`src/etc_pkg.sv`:
```
// Functional notes
// - Timer 2 clock chosen by control bit 7: timer 1 overflow or prescaled clock.
// - Cascaded, timer 1 overflow reaches timer 2 without prescaler division.
// - Prescaler input is source selected by bits 4:3; its output feeds cascade selector.
// - Cascaded, both timers count in timer 1's direction bit; timer 2's ignored.
// - No channel chaining; only timer 1 and timer 2 form a 32-bit value.
`default_nettype none
package etc_pkg;
  localparam int CTL_W        = 8;
  localparam int CASCADE_BIT  = 7;
  localparam int DIR_BIT      = 6;
  localparam int SRC_LSB      = 3;
  localparam int PRE_LSB      = 0;
  localparam int CHAIN_BIT    = 0;
  localparam logic [15:0] TIMER_RST = 16'h0000;
  localparam logic [2:0]  PRE_RST   = 3'h0;
endpackage : etc_pkg
`default_nettype wire

```
`src/etc_timer_cascade.sv`:
```
`default_nettype none
module etc_timer_cascade
(
  // System
  input  wire logic                      clock,
  input  wire logic                      reset,
  input  wire logic                      clock_enable,
  // Timer controls
  input  wire logic [etc_pkg::CTL_W-1:0] first_timer_control,
  input  wire logic [etc_pkg::CTL_W-1:0] second_timer_control,
  // Clock sources
  input  wire logic [3:0]                source_ticks,
  // Channel control, bit 0 reserved
  input  wire logic [etc_pkg::CTL_W-1:0] channel_control,
  // Counts
  output logic [15:0]                    first_timer_count,
  output logic [15:0]                    second_timer_count,
  output logic [31:0]                    cascade_count,
  output logic                           first_timer_overflow_pulse,
  output logic                           second_timer_overflow_pulse,
  output logic                           channel_chain_signal
);
  import etc_pkg::*;

  // Control bit positions must fit inside the control word
  if (CASCADE_BIT >= CTL_W || DIR_BIT >= CTL_W || SRC_LSB + 1 >= CTL_W || PRE_LSB + 2 >= CTL_W)
  begin : g_bad_layout
    $error("Control bit position outside control word");
  end

  typedef struct packed
  {
    logic [15:0] t1;
    logic [15:0] t2;
    logic        ov1;
    logic        ov2;
  } etc_state_type;
  etc_state_type state_q;
  etc_state_type state_d;
  logic t2_src_tick;
  logic t2_pre_tick;
  logic t2_tick;
  logic t1_up;
  logic t2_up;
  logic cascade;

  function automatic logic wrap(input logic [15:0] v, input logic up);
    return up ? (v == 16'hFFFF) : (v == 16'h0000);
  endfunction : wrap
  function automatic logic [15:0] step(input logic [15:0] v, input logic up);
    return up ? 16'(v + 16'h0001) : 16'(v - 16'h0001);
  endfunction : step

  // Source for the prescaler is chosen before division
  assign t2_src_tick = source_ticks[second_timer_control[SRC_LSB+1:SRC_LSB]];
  etc_prescaler #(.DIV_W(3)) u_pre
  (
    .clock      (clock),
    .reset      (reset),
    .enable     (clock_enable),
    .div_select (second_timer_control[PRE_LSB+2:PRE_LSB]),
    .tick_in    (t2_src_tick),
    .tick_out   (t2_pre_tick)
  );

  assign cascade = second_timer_control[CASCADE_BIT];
  // Overflow bypasses the prescaler, hence the mux after it
  assign t2_tick = cascade ? state_q.ov1 : t2_pre_tick;
  assign t1_up = first_timer_control[DIR_BIT];
  assign t2_up = cascade ? t1_up : second_timer_control[DIR_BIT];

  always_comb
  begin
    state_d = state_q;
    state_d.ov1 = 1'b0;
    state_d.ov2 = 1'b0;
    if (source_ticks[0])
    begin
      state_d.t1 = step(state_q.t1, t1_up);
      state_d.ov1 = wrap(state_q.t1, t1_up);
    end
    if (t2_tick)
    begin
      state_d.t2 = step(state_q.t2, t2_up);
      state_d.ov2 = wrap(state_q.t2, t2_up);
    end
  end

  always_ff @(posedge clock)
  begin
    if (reset)
    begin
      state_q <= '0;
      first_timer_count <= TIMER_RST;
      second_timer_count <= TIMER_RST;
      cascade_count <= 32'h0000_0000;
      first_timer_overflow_pulse <= 1'b0;
      second_timer_overflow_pulse <= 1'b0;
      channel_chain_signal <= 1'b0;
    end
    else if (clock_enable)
    begin
      state_q <= state_d;
      first_timer_count <= state_d.t1;
      second_timer_count <= state_d.t2;
      cascade_count <= {state_d.t2, state_d.t1};
      first_timer_overflow_pulse <= state_d.ov1;
      second_timer_overflow_pulse <= state_d.ov2;
      // Chaining never works, whatever software writes to the reserved bit
      channel_chain_signal <= 1'b0;
    end
  end

  // Step checks look one clock edge after their enabled cause

  AST_CASCADE_STEP: assert property (@(posedge clock) disable iff (reset)
    clock_enable && cascade && state_q.ov1
    |=> second_timer_count == step($past(second_timer_count),
                                   $past(first_timer_control[DIR_BIT])))
    else $error("Cascaded timer 2 did not step on overflow");

  AST_NO_STEP: assert property (@(posedge clock) disable iff (reset)
    clock_enable && cascade && !state_q.ov1
    |=> $stable(second_timer_count))
    else $error("Cascaded timer 2 moved without overflow");

  AST_CASCADE_DIR: assert property (@(posedge clock) disable iff (reset)
    clock_enable && cascade && state_q.ov1
    && (second_timer_control[DIR_BIT] != first_timer_control[DIR_BIT])
    |=> second_timer_count == step($past(second_timer_count),
                                   !$past(second_timer_control[DIR_BIT])))
    else $error("Cascaded timer 2 followed its own direction bit");

  AST_T1_DIR: assert property (@(posedge clock) disable iff (reset)
    clock_enable && source_ticks[0]
    |=> first_timer_count == step($past(first_timer_count),
                                  $past(first_timer_control[DIR_BIT])))
    else $error("Timer 1 did not step in its own direction");

  AST_T1_HOLD: assert property (@(posedge clock) disable iff (reset)
    clock_enable && !source_ticks[0]
    |=> $stable(first_timer_count))
    else $error("Timer 1 moved without a tick");

  // Prescaled path, cascade off

  AST_PRESCALED_STEP: assert property (@(posedge clock) disable iff (reset)
    clock_enable && !cascade && t2_pre_tick
    |=> second_timer_count == step($past(second_timer_count),
                                   $past(second_timer_control[DIR_BIT])))
    else $error("Timer 2 did not step on prescaler output");

  AST_PRESCALED_HOLD: assert property (@(posedge clock) disable iff (reset)
    clock_enable && !cascade && !t2_pre_tick
    |=> $stable(second_timer_count))
    else $error("Timer 2 moved without prescaler output");

  // Overflow pulses

  AST_OV1_PULSE: assert property (@(posedge clock) disable iff (reset)
    clock_enable && source_ticks[0] && wrap(first_timer_count, first_timer_control[DIR_BIT])
    |=> first_timer_overflow_pulse)
    else $error("Timer 1 wrapped without overflow pulse");

  AST_OV1_QUIET: assert property (@(posedge clock) disable iff (reset)
    clock_enable && !(source_ticks[0] && wrap(first_timer_count, first_timer_control[DIR_BIT]))
    |=> !first_timer_overflow_pulse)
    else $error("Timer 1 overflow pulse without wrap");

  AST_OV2_PULSE: assert property (@(posedge clock) disable iff (reset)
    clock_enable && t2_tick && wrap(second_timer_count, t2_up)
    |=> second_timer_overflow_pulse)
    else $error("Timer 2 wrapped without overflow pulse");

  AST_OV2_QUIET: assert property (@(posedge clock) disable iff (reset)
    clock_enable && !(t2_tick && wrap(second_timer_count, t2_up))
    |=> !second_timer_overflow_pulse)
    else $error("Timer 2 overflow pulse without wrap");

  AST_CASCADE_WRAP: assert property (@(posedge clock) disable iff (reset)
    clock_enable && cascade && state_q.ov1
    && wrap(second_timer_count, first_timer_control[DIR_BIT])
    |=> second_timer_overflow_pulse)
    else $error("Cascaded count did not overflow at its end");

  // Combined count, chaining, freeze and reset

  AST_CHAIN: assert property (@(posedge clock) disable iff (reset)
    !channel_chain_signal)
    else $error("Channel chaining active");

  AST_CONCAT: assert property (@(posedge clock) disable iff (reset)
    cascade_count == {second_timer_count, first_timer_count})
    else $error("Combined count misaligned");

  AST_FREEZE: assert property (@(posedge clock) disable iff (reset)
    !clock_enable
    |=> $stable(cascade_count) && $stable(first_timer_overflow_pulse)
        && $stable(second_timer_overflow_pulse))
    else $error("State moved while clock enable was low");

  AST_RESET_CLEAR: assert property (@(posedge clock)
    reset
    |=> cascade_count == 32'h0000_0000 && !first_timer_overflow_pulse
        && !second_timer_overflow_pulse && !channel_chain_signal)
    else $error("Outputs not cleared by reset");

  // Main scenarios

  COV_CASCADE_STEP: cover property (@(posedge clock) disable iff (reset)
    clock_enable && cascade && state_q.ov1);

  COV_PRESCALED: cover property (@(posedge clock) disable iff (reset)
    clock_enable && !cascade && t2_pre_tick);

  COV_DOWN: cover property (@(posedge clock) disable iff (reset)
    clock_enable && cascade && !t1_up && state_q.ov1);

  COV_FREEZE: cover property (@(posedge clock) disable iff (reset)
    !clock_enable && source_ticks[0]);

  COV_T2_WRAP: cover property (@(posedge clock) disable iff (reset)
    second_timer_overflow_pulse);

endmodule : etc_timer_cascade
`default_nettype wire

```
`src/etc_prescaler.sv`:
```
`default_nettype none
module etc_prescaler
#(
  parameter int DIV_W = 3
)
(
  // System
  input  wire logic             clock,
  input  wire logic             reset,
  input  wire logic             enable,
  // Control
  input  wire logic [DIV_W-1:0] div_select,
  input  wire logic             tick_in,
  // Output
  output logic                  tick_out
);
  import etc_pkg::*;
  // Counter is seven bits, so divide by 128 at most
  if (DIV_W < 1 || DIV_W > 3)
  begin : g_bad_width
    $error("DIV_W out of range");
  end
  typedef struct packed
  {
    logic [6:0] count;
    logic       tick;
  } etc_pre_state_type;
  etc_pre_state_type state_q;
  etc_pre_state_type state_d;
  logic [6:0] limit;
  always_comb
  begin
    limit = 7'((7'h01 << div_select) - 7'h01);
    state_d = state_q;
    state_d.tick = 1'b0;
    if (tick_in)
    begin
      if (state_q.count >= limit)
      begin
        state_d.count = 7'h00;
        state_d.tick = 1'b1;
      end
      else
        state_d.count = 7'(state_q.count + 7'h01);
    end
  end
  always_ff @(posedge clock)
  begin
    if (reset)
      state_q <= '0;
    else if (enable)
      state_q <= state_d;
  end
  assign tick_out = state_q.tick;
endmodule : etc_prescaler
`default_nettype wire

```
`config.mk`:
```
export PLATFORM = sky130hd
export DESIGN_NAME = etc_timer_cascade
export DESIGN_NICKNAME = d
export VERILOG_FILES = /design/src/etc_pkg.sv /design/src/etc_timer_cascade.sv /design/src/etc_prescaler.sv
export SDC_FILE = /design/constraint.sdc
export NUM_CORES = 1
export LEC_CHECK = 0
export ABC_AREA = 1
export BUFFER_PORTS_ARGS = -buffer_cell sky130_fd_sc_hd__buf_2
export CAP_MARGIN = 20
export CORE_AREA = 2 2 97 99
export DETAILED_ROUTE_END_ITERATION = 8
export DIE_AREA = 0 0 99 101
export HOLD_SLACK_MARGIN = 0.05
export PLACE_DENSITY = 0.8
export REMOVE_ABC_BUFFERS = 1
export SYNTH_ARGS = -nofsm -noshare
export SYNTH_HDL_FRONTEND = slang
export SYNTH_HIERARCHICAL = 1
export SYNTH_SLANG_ARGS = --single-unit
```
`constraint.sdc`:
```
create_clock -name clock -period 2.5 [get_ports clock]
set_input_delay 0.125 -clock clock [delete_from_list [all_inputs] [get_ports clock]]
set_output_delay 0.125 -clock clock [all_outputs]
set_load 0.01 [all_outputs]
```
# ---- Yosys cells after proc, flatten, opt, wreduce, memory -nomap -nowiden
# Cells that the tools add are included.
dict set report word_totals {
  ram_bits 0
  romBits 0
  out_inout_bits 67
  latchBits 0
  word_cells 36
  inputBits 31
  ff_bits 74
  mem_count 0
}
dict set report op_classes {
  n_addsub 6
  n_bitwise 0
  n_eq_ne 2
  n_lt_le_gt_ge 2
  shift 1
  reduce_logical 3
  mul 0
  n_mux 15
  div 0
}
# op n
set op_table {}
lappend op_table {{2-to-1 mux 16 bit} 4}
lappend op_table {{adder 16 x 1 -> 16 bit (second input constant)} 2}
lappend op_table {{== test 16 bit (second input constant)} 2}
lappend op_table {{logical NOT 16 bit} 2}
lappend op_table {{subtractor 16 x 1 -> 16 bit (second input constant)} 2}
lappend op_table {{2-to-1 mux 1 bit} 9}
lappend op_table {{adder 7 x 1 -> 7 bit (second input constant)} 1}
lappend op_table {{>= comparator 7 bit} 1}
lappend op_table {{2-to-1 mux 7 bit} 1}
lappend op_table {{left shift 1 x 3 -> 7 bit (first input constant)} 1}
lappend op_table {{subtractor 7 x 1 -> 7 bit (second input constant)} 1}
lappend op_table {{less-than comparator 2 x 3 -> 1 bit (second input constant)} 1}
lappend op_table {{binary-select mux 1 bit (select 2 bit)} 1}
lappend op_table {{AND reduction 2 bit} 1}

# ---- Longest topological paths before layout
dict set report logic_depth {
  ltp_word 5
  mapped_depth 15
  mapped_depth_nobuf 15
}

# ---- By module
# The synthesis kept the hierarchy.
# module cells_per_inst instances area_each_um2 seq_area_each_um2
set by_module_without_submodules {}
lappend by_module_without_submodules {etc_timer_cascade 514 1 3347.0 680.7}
lappend by_module_without_submodules {etc_prescaler 86 1 588.1 160.2}

# ---- Worst setup path after synthesis
# OpenSTA, ideal clock, no wires.
dict set report synth_path {
  kind {in2reg}
  startpoint {in first_timer_control[6] (netlist bit)}
  endpoint {reg cascade_count[31]}
  slack_ps 47
  t_arrival_ps 2344
  t_required_ps 2391
  setup_time_ps 109
  path_buffers 0
  stages 14
  cell_sequence {inv_1 nand2_1 o21ai_1 ha_1 nand2_2 inv_1 a21oi_2 nand2_2 nand2_2 nand2_2 nand2_2 nand4_1 nand2_1 nor2_2}
}
dict set report synth_via {
  elab_chain_len 3
}
# element line_no
set synth_lines {}
lappend synth_lines {{start, declared} etc_timer_cascade.sv:9} ;# input wire logic [etc_pkg::CTL_W-1:0] first_timer_control,
lappend synth_lines {{2-to-1 mux 1 bit} etc_timer_cascade.sv:70} ;# assign t2_up = cascade ? t1_up : second_timer_control[DIR_BIT];
lappend synth_lines {{2-to-1 mux 16 bit} etc_timer_cascade.sv:51} ;# return up ? 16'(v + 16'h0001) : 16'(v - 16'h0001);
lappend synth_lines {{2-to-1 mux 16 bit} etc_timer_cascade.sv:82} ;# if (t2_tick)
lappend synth_lines {{end signal, assigned} etc_timer_cascade.sv:106} ;# cascade_count <= {state_d.t2, state_d.t1};
lappend synth_lines {{end, declared} etc_timer_cascade.sv:18} ;# output logic [31:0] cascade_count,
# No other way between the ends.
# A chain may end at the register's enable or synchronous reset.

==> results.py <==
metrics = {
    "cts": {
        "clock_latency_ns": 0.29,
        "clk_pin_slew_ns": 0.08,
        "post_cts_buffers": 0,
        "clockBufferDepth": 2,
        "htreeDepth": 2,
        "cts_root_buf": "clkbuf_8",
        "clock_sinks": 42,
        "cts_buffers": 5,
        "cts_resized": 0,
        "hold_buffers": 0,
        "cts_tree": "yes",
    },
    "setup_path": {
        "endpoint": "cascade_count[26]",
        "reg2reg_depth": 11,
        "ff2ff_setup_slack_ns": 0.66,
        "end_kind": "flip-flop",
        "r2r-end": "cascade_count[26]",
        "cp-startpoint": "cascade_count[16]",
        "startpoint_type": "flip-flop",
        "cp.arrival_ns": 2.03,
        "required_ns": 2.69,
        "path_max_fanout": 8,
        "path_class": "flip-flop to flip-flop",
        "r2r-start": "cascade_count[16]",
    },
    "routing": {
        "wl_per_cell_um": 11.57,
        "drt-initial-drc-count": 248,
        "drc_errors": 0,
        "wirelength_um": 8782,
        "drt_first_pass_iters": 4,
        "postRouteAntennaNets": 0,
        "via_per_inst": 4.999,
        "dr_total_vias": 3794,
    },
    "synth": {
        "yosysMostFrequentCell": "nand2_1",
        "yosysUniqueCellTypes": 36,
        "synth_common_cells": "nand2_1, inv_1, nor2_1",
        "synth_cells": 600,
        "yosysWarningCount": 6,
        "synth_area_leaders": "dfxtp_1, nand2_1, ha_1, inv_1, buf_4",
        "syn_area_mm2": 0.003935,
        "synth_seq_cells": 42,
        "ys_async_sr_fraction_pct": 0,
        "synth_top_area_share_pct": 21.37,
        "synth.avg_cell_area_um2": 6.558,
        "synth_ff_type": "dfxtp_1",
        "ys_seq_area_share_pct": 21.37,
        "synth_edf_count": 0,
        "synth_top_cell_by_area": "dfxtp_1",
    },
    "timing": {
        "fin_crit_sh_pct": 73.59,
        "maxSlewHeadroom_pct": 48.02,
        "timing.fmax_mhz": 543.6,
        "fin_skew_ns": 0.006033,
        "tightest_slew_ns": 0.7789,
        "rsz0062_at_grt": "no",
        "period_minus_slack_ns": 1.840,
        "timing_hold_violations_final": 0,
        "setup_viol": 0,
        "fin_setup_tns_ns": 0,
        "drv_slew": 0,
    },
    "die": {
        "die_h_um": 101,
        "die_w_um": 99,
        "ios": 98,
        "start_util_pct": 43.83,
        "core-area_mm2": 0.008977,
        "dieArea_mm2": 0.009999,
        "std_cell_rows": 35,
    },
    "global_routing": {
        "grt_pass1_vias": 3383,
        "use_met2_pct": 29.83,
        "grt_max_degree": 32,
        "overflow": 0,
        "grtUsageMet1_pct": 22.56,
        "grt_util_met3_pct": 2.219,
        "top_usage_layer": "met2",
        "antenna_found_initial": 0,
        "grt_pass1_wl_um": 14520,
        "grt_usage_pct": 17.34,
    },
    "layout": {
        "nets": 719,
        "diodes": 0,
        "finalNonFillerCells": 759,
        "area_delta_synth_final_pct": 8.776,
        "fill_cells": 885,
        "drive_gt1_share_pct": 20.06,
    },
    "place": {
        "dp_hpwl_um": 6912,
        "io_buffer_count": 80,
        "dpl.cell_count": 751,
        "gp_congestion": 0.9126,
    },
    "pwr": {
        "p_leak_uw": 0.002408,
        "p_per_area_mw_per_mm2": 389.5,
        "ir_worst_vdd_uv": 214.5,
    },
    "run": {
        "drv_cap": 0,
    },
    "hold_path": {
        "holdCritPathClass": "primary input to flip-flop",
        "worstHoldPathCells": 4,
    },
    "run_status": {
        "status": "finished clean",
    },
}
cells in the final DEF, fill, tap and decap left out, types with 5 or more instances in the layout:
master    count
clkbuf_8      6
nor2_1       62
a21oi_1      42
ha_1         39
nand3_1      34
nand2_1     136
nor3_1        6
xor2_1        5
dfxtp_1      42
o21ai_0      22
nor4_1        7
inv_2         7
inv_1        72
xnor2_1      15
buf_2        80
nand4_1      17
a21oi_2       5
nand2_2      16
how the worst min path moves through the flow:
stage	from	end	slack, ns
finish	clock_enable	u_pre/tick_out	0.21
global route	reset	cascade_count[0]	0.23
CTS	clock_enable	u_pre/tick_out	0.20
detailed placement	second_timer_overflow_pulse	second_timer_overflow_pulse	0.48
global placement	u_pre/tick_out	u_pre/tick_out	0.45
floorplan	reset	second_timer_overflow_pulse	0.19
logic make-up (layout without fill, tap and decap cells):
logic type	Yosys count	count (layout)	synth area share [%]
simple gates	292	292	33.51
buf+inv	122	170	15.26
compound gates	81	81	11.51
flops	42	42	21.37
fa+ha+maj	41	41	13.42
xor+xnor	20	20	4.452
other cells	1	1	0.09530
mux	1	1	0.3814
cell type report:
class / instances / area, µm² / share of cell area [%]
Inverter: 80 / 300.3 / 7.015
Timing Repair Buffer: 82 / 415.4 / 9.705
Tap cell: 111 / 138.9 / 3.245
Clock inverter: 1 / 5.005 / 0.1169
Multi-Input combinational cell: 436 / 2494 / 58.26
Clock buffer: 7 / 86.33 / 2.017
Sequential cell: 42 / 840.8 / 19.64
registers in the layout, indices dropped and copies added (netlist names):
| signal | cells |
|---|---|
| second_timer_overflow_pulse | 1 |
| u_pre/tick_out | 1 |
| u_pre/state_q | 7 |
| state_q | 1 |
| cascade_count | 32 |
power breakdown:
group	internal, µW	switching [µW]
clock network	223	234
logic	183	299
registers	693	36.1
total	1100	569
per-layer routing:
metal	wire, µm	part of all wire (%)	vias up
met3	317	3.6	10
met2	4125	47	80
met1	4203	48	1703
met4	136	1.5	0
li1	-	-	2001
met5	0	0	-
stage by stage:
stage | utilization, % | cell area (µm²) | total power [µW] | hold WS [ns] | setup slack (ns)
floorplan | - | 3635 | 1083 | 0.1941 | 0.03971
global placement | 46.66 | 4189 | 1205 | 0.4529 | 0.4503
detailed placement | 46.66 | 4189 | 1224 | 0.4790 | 0.4025
CTS | 47.68 | 4280 | 1693 | 0.2009 | 0.6532
global route | 47.68 | 4280 | 1781 | 0.2299 | 0.4640
finish | 47.68 | 4280 | 1667 | 0.2072 | 0.6603
critical path, stage by stage, from the launching register on:
cell,delay (ns)
dfxtp_1,0.39
fa_1,0.48
nand3_1,0.10
nand2_1,0.12
nand2_1,0.08
nand2_1,0.10
nand2_1,0.09
nand3_1,0.08
nand2_1,0.08
nand2_1,0.05
o21ai_1,0.13
inv_1,0.04
Note: power is estimated with default switching activity, not from simulation.
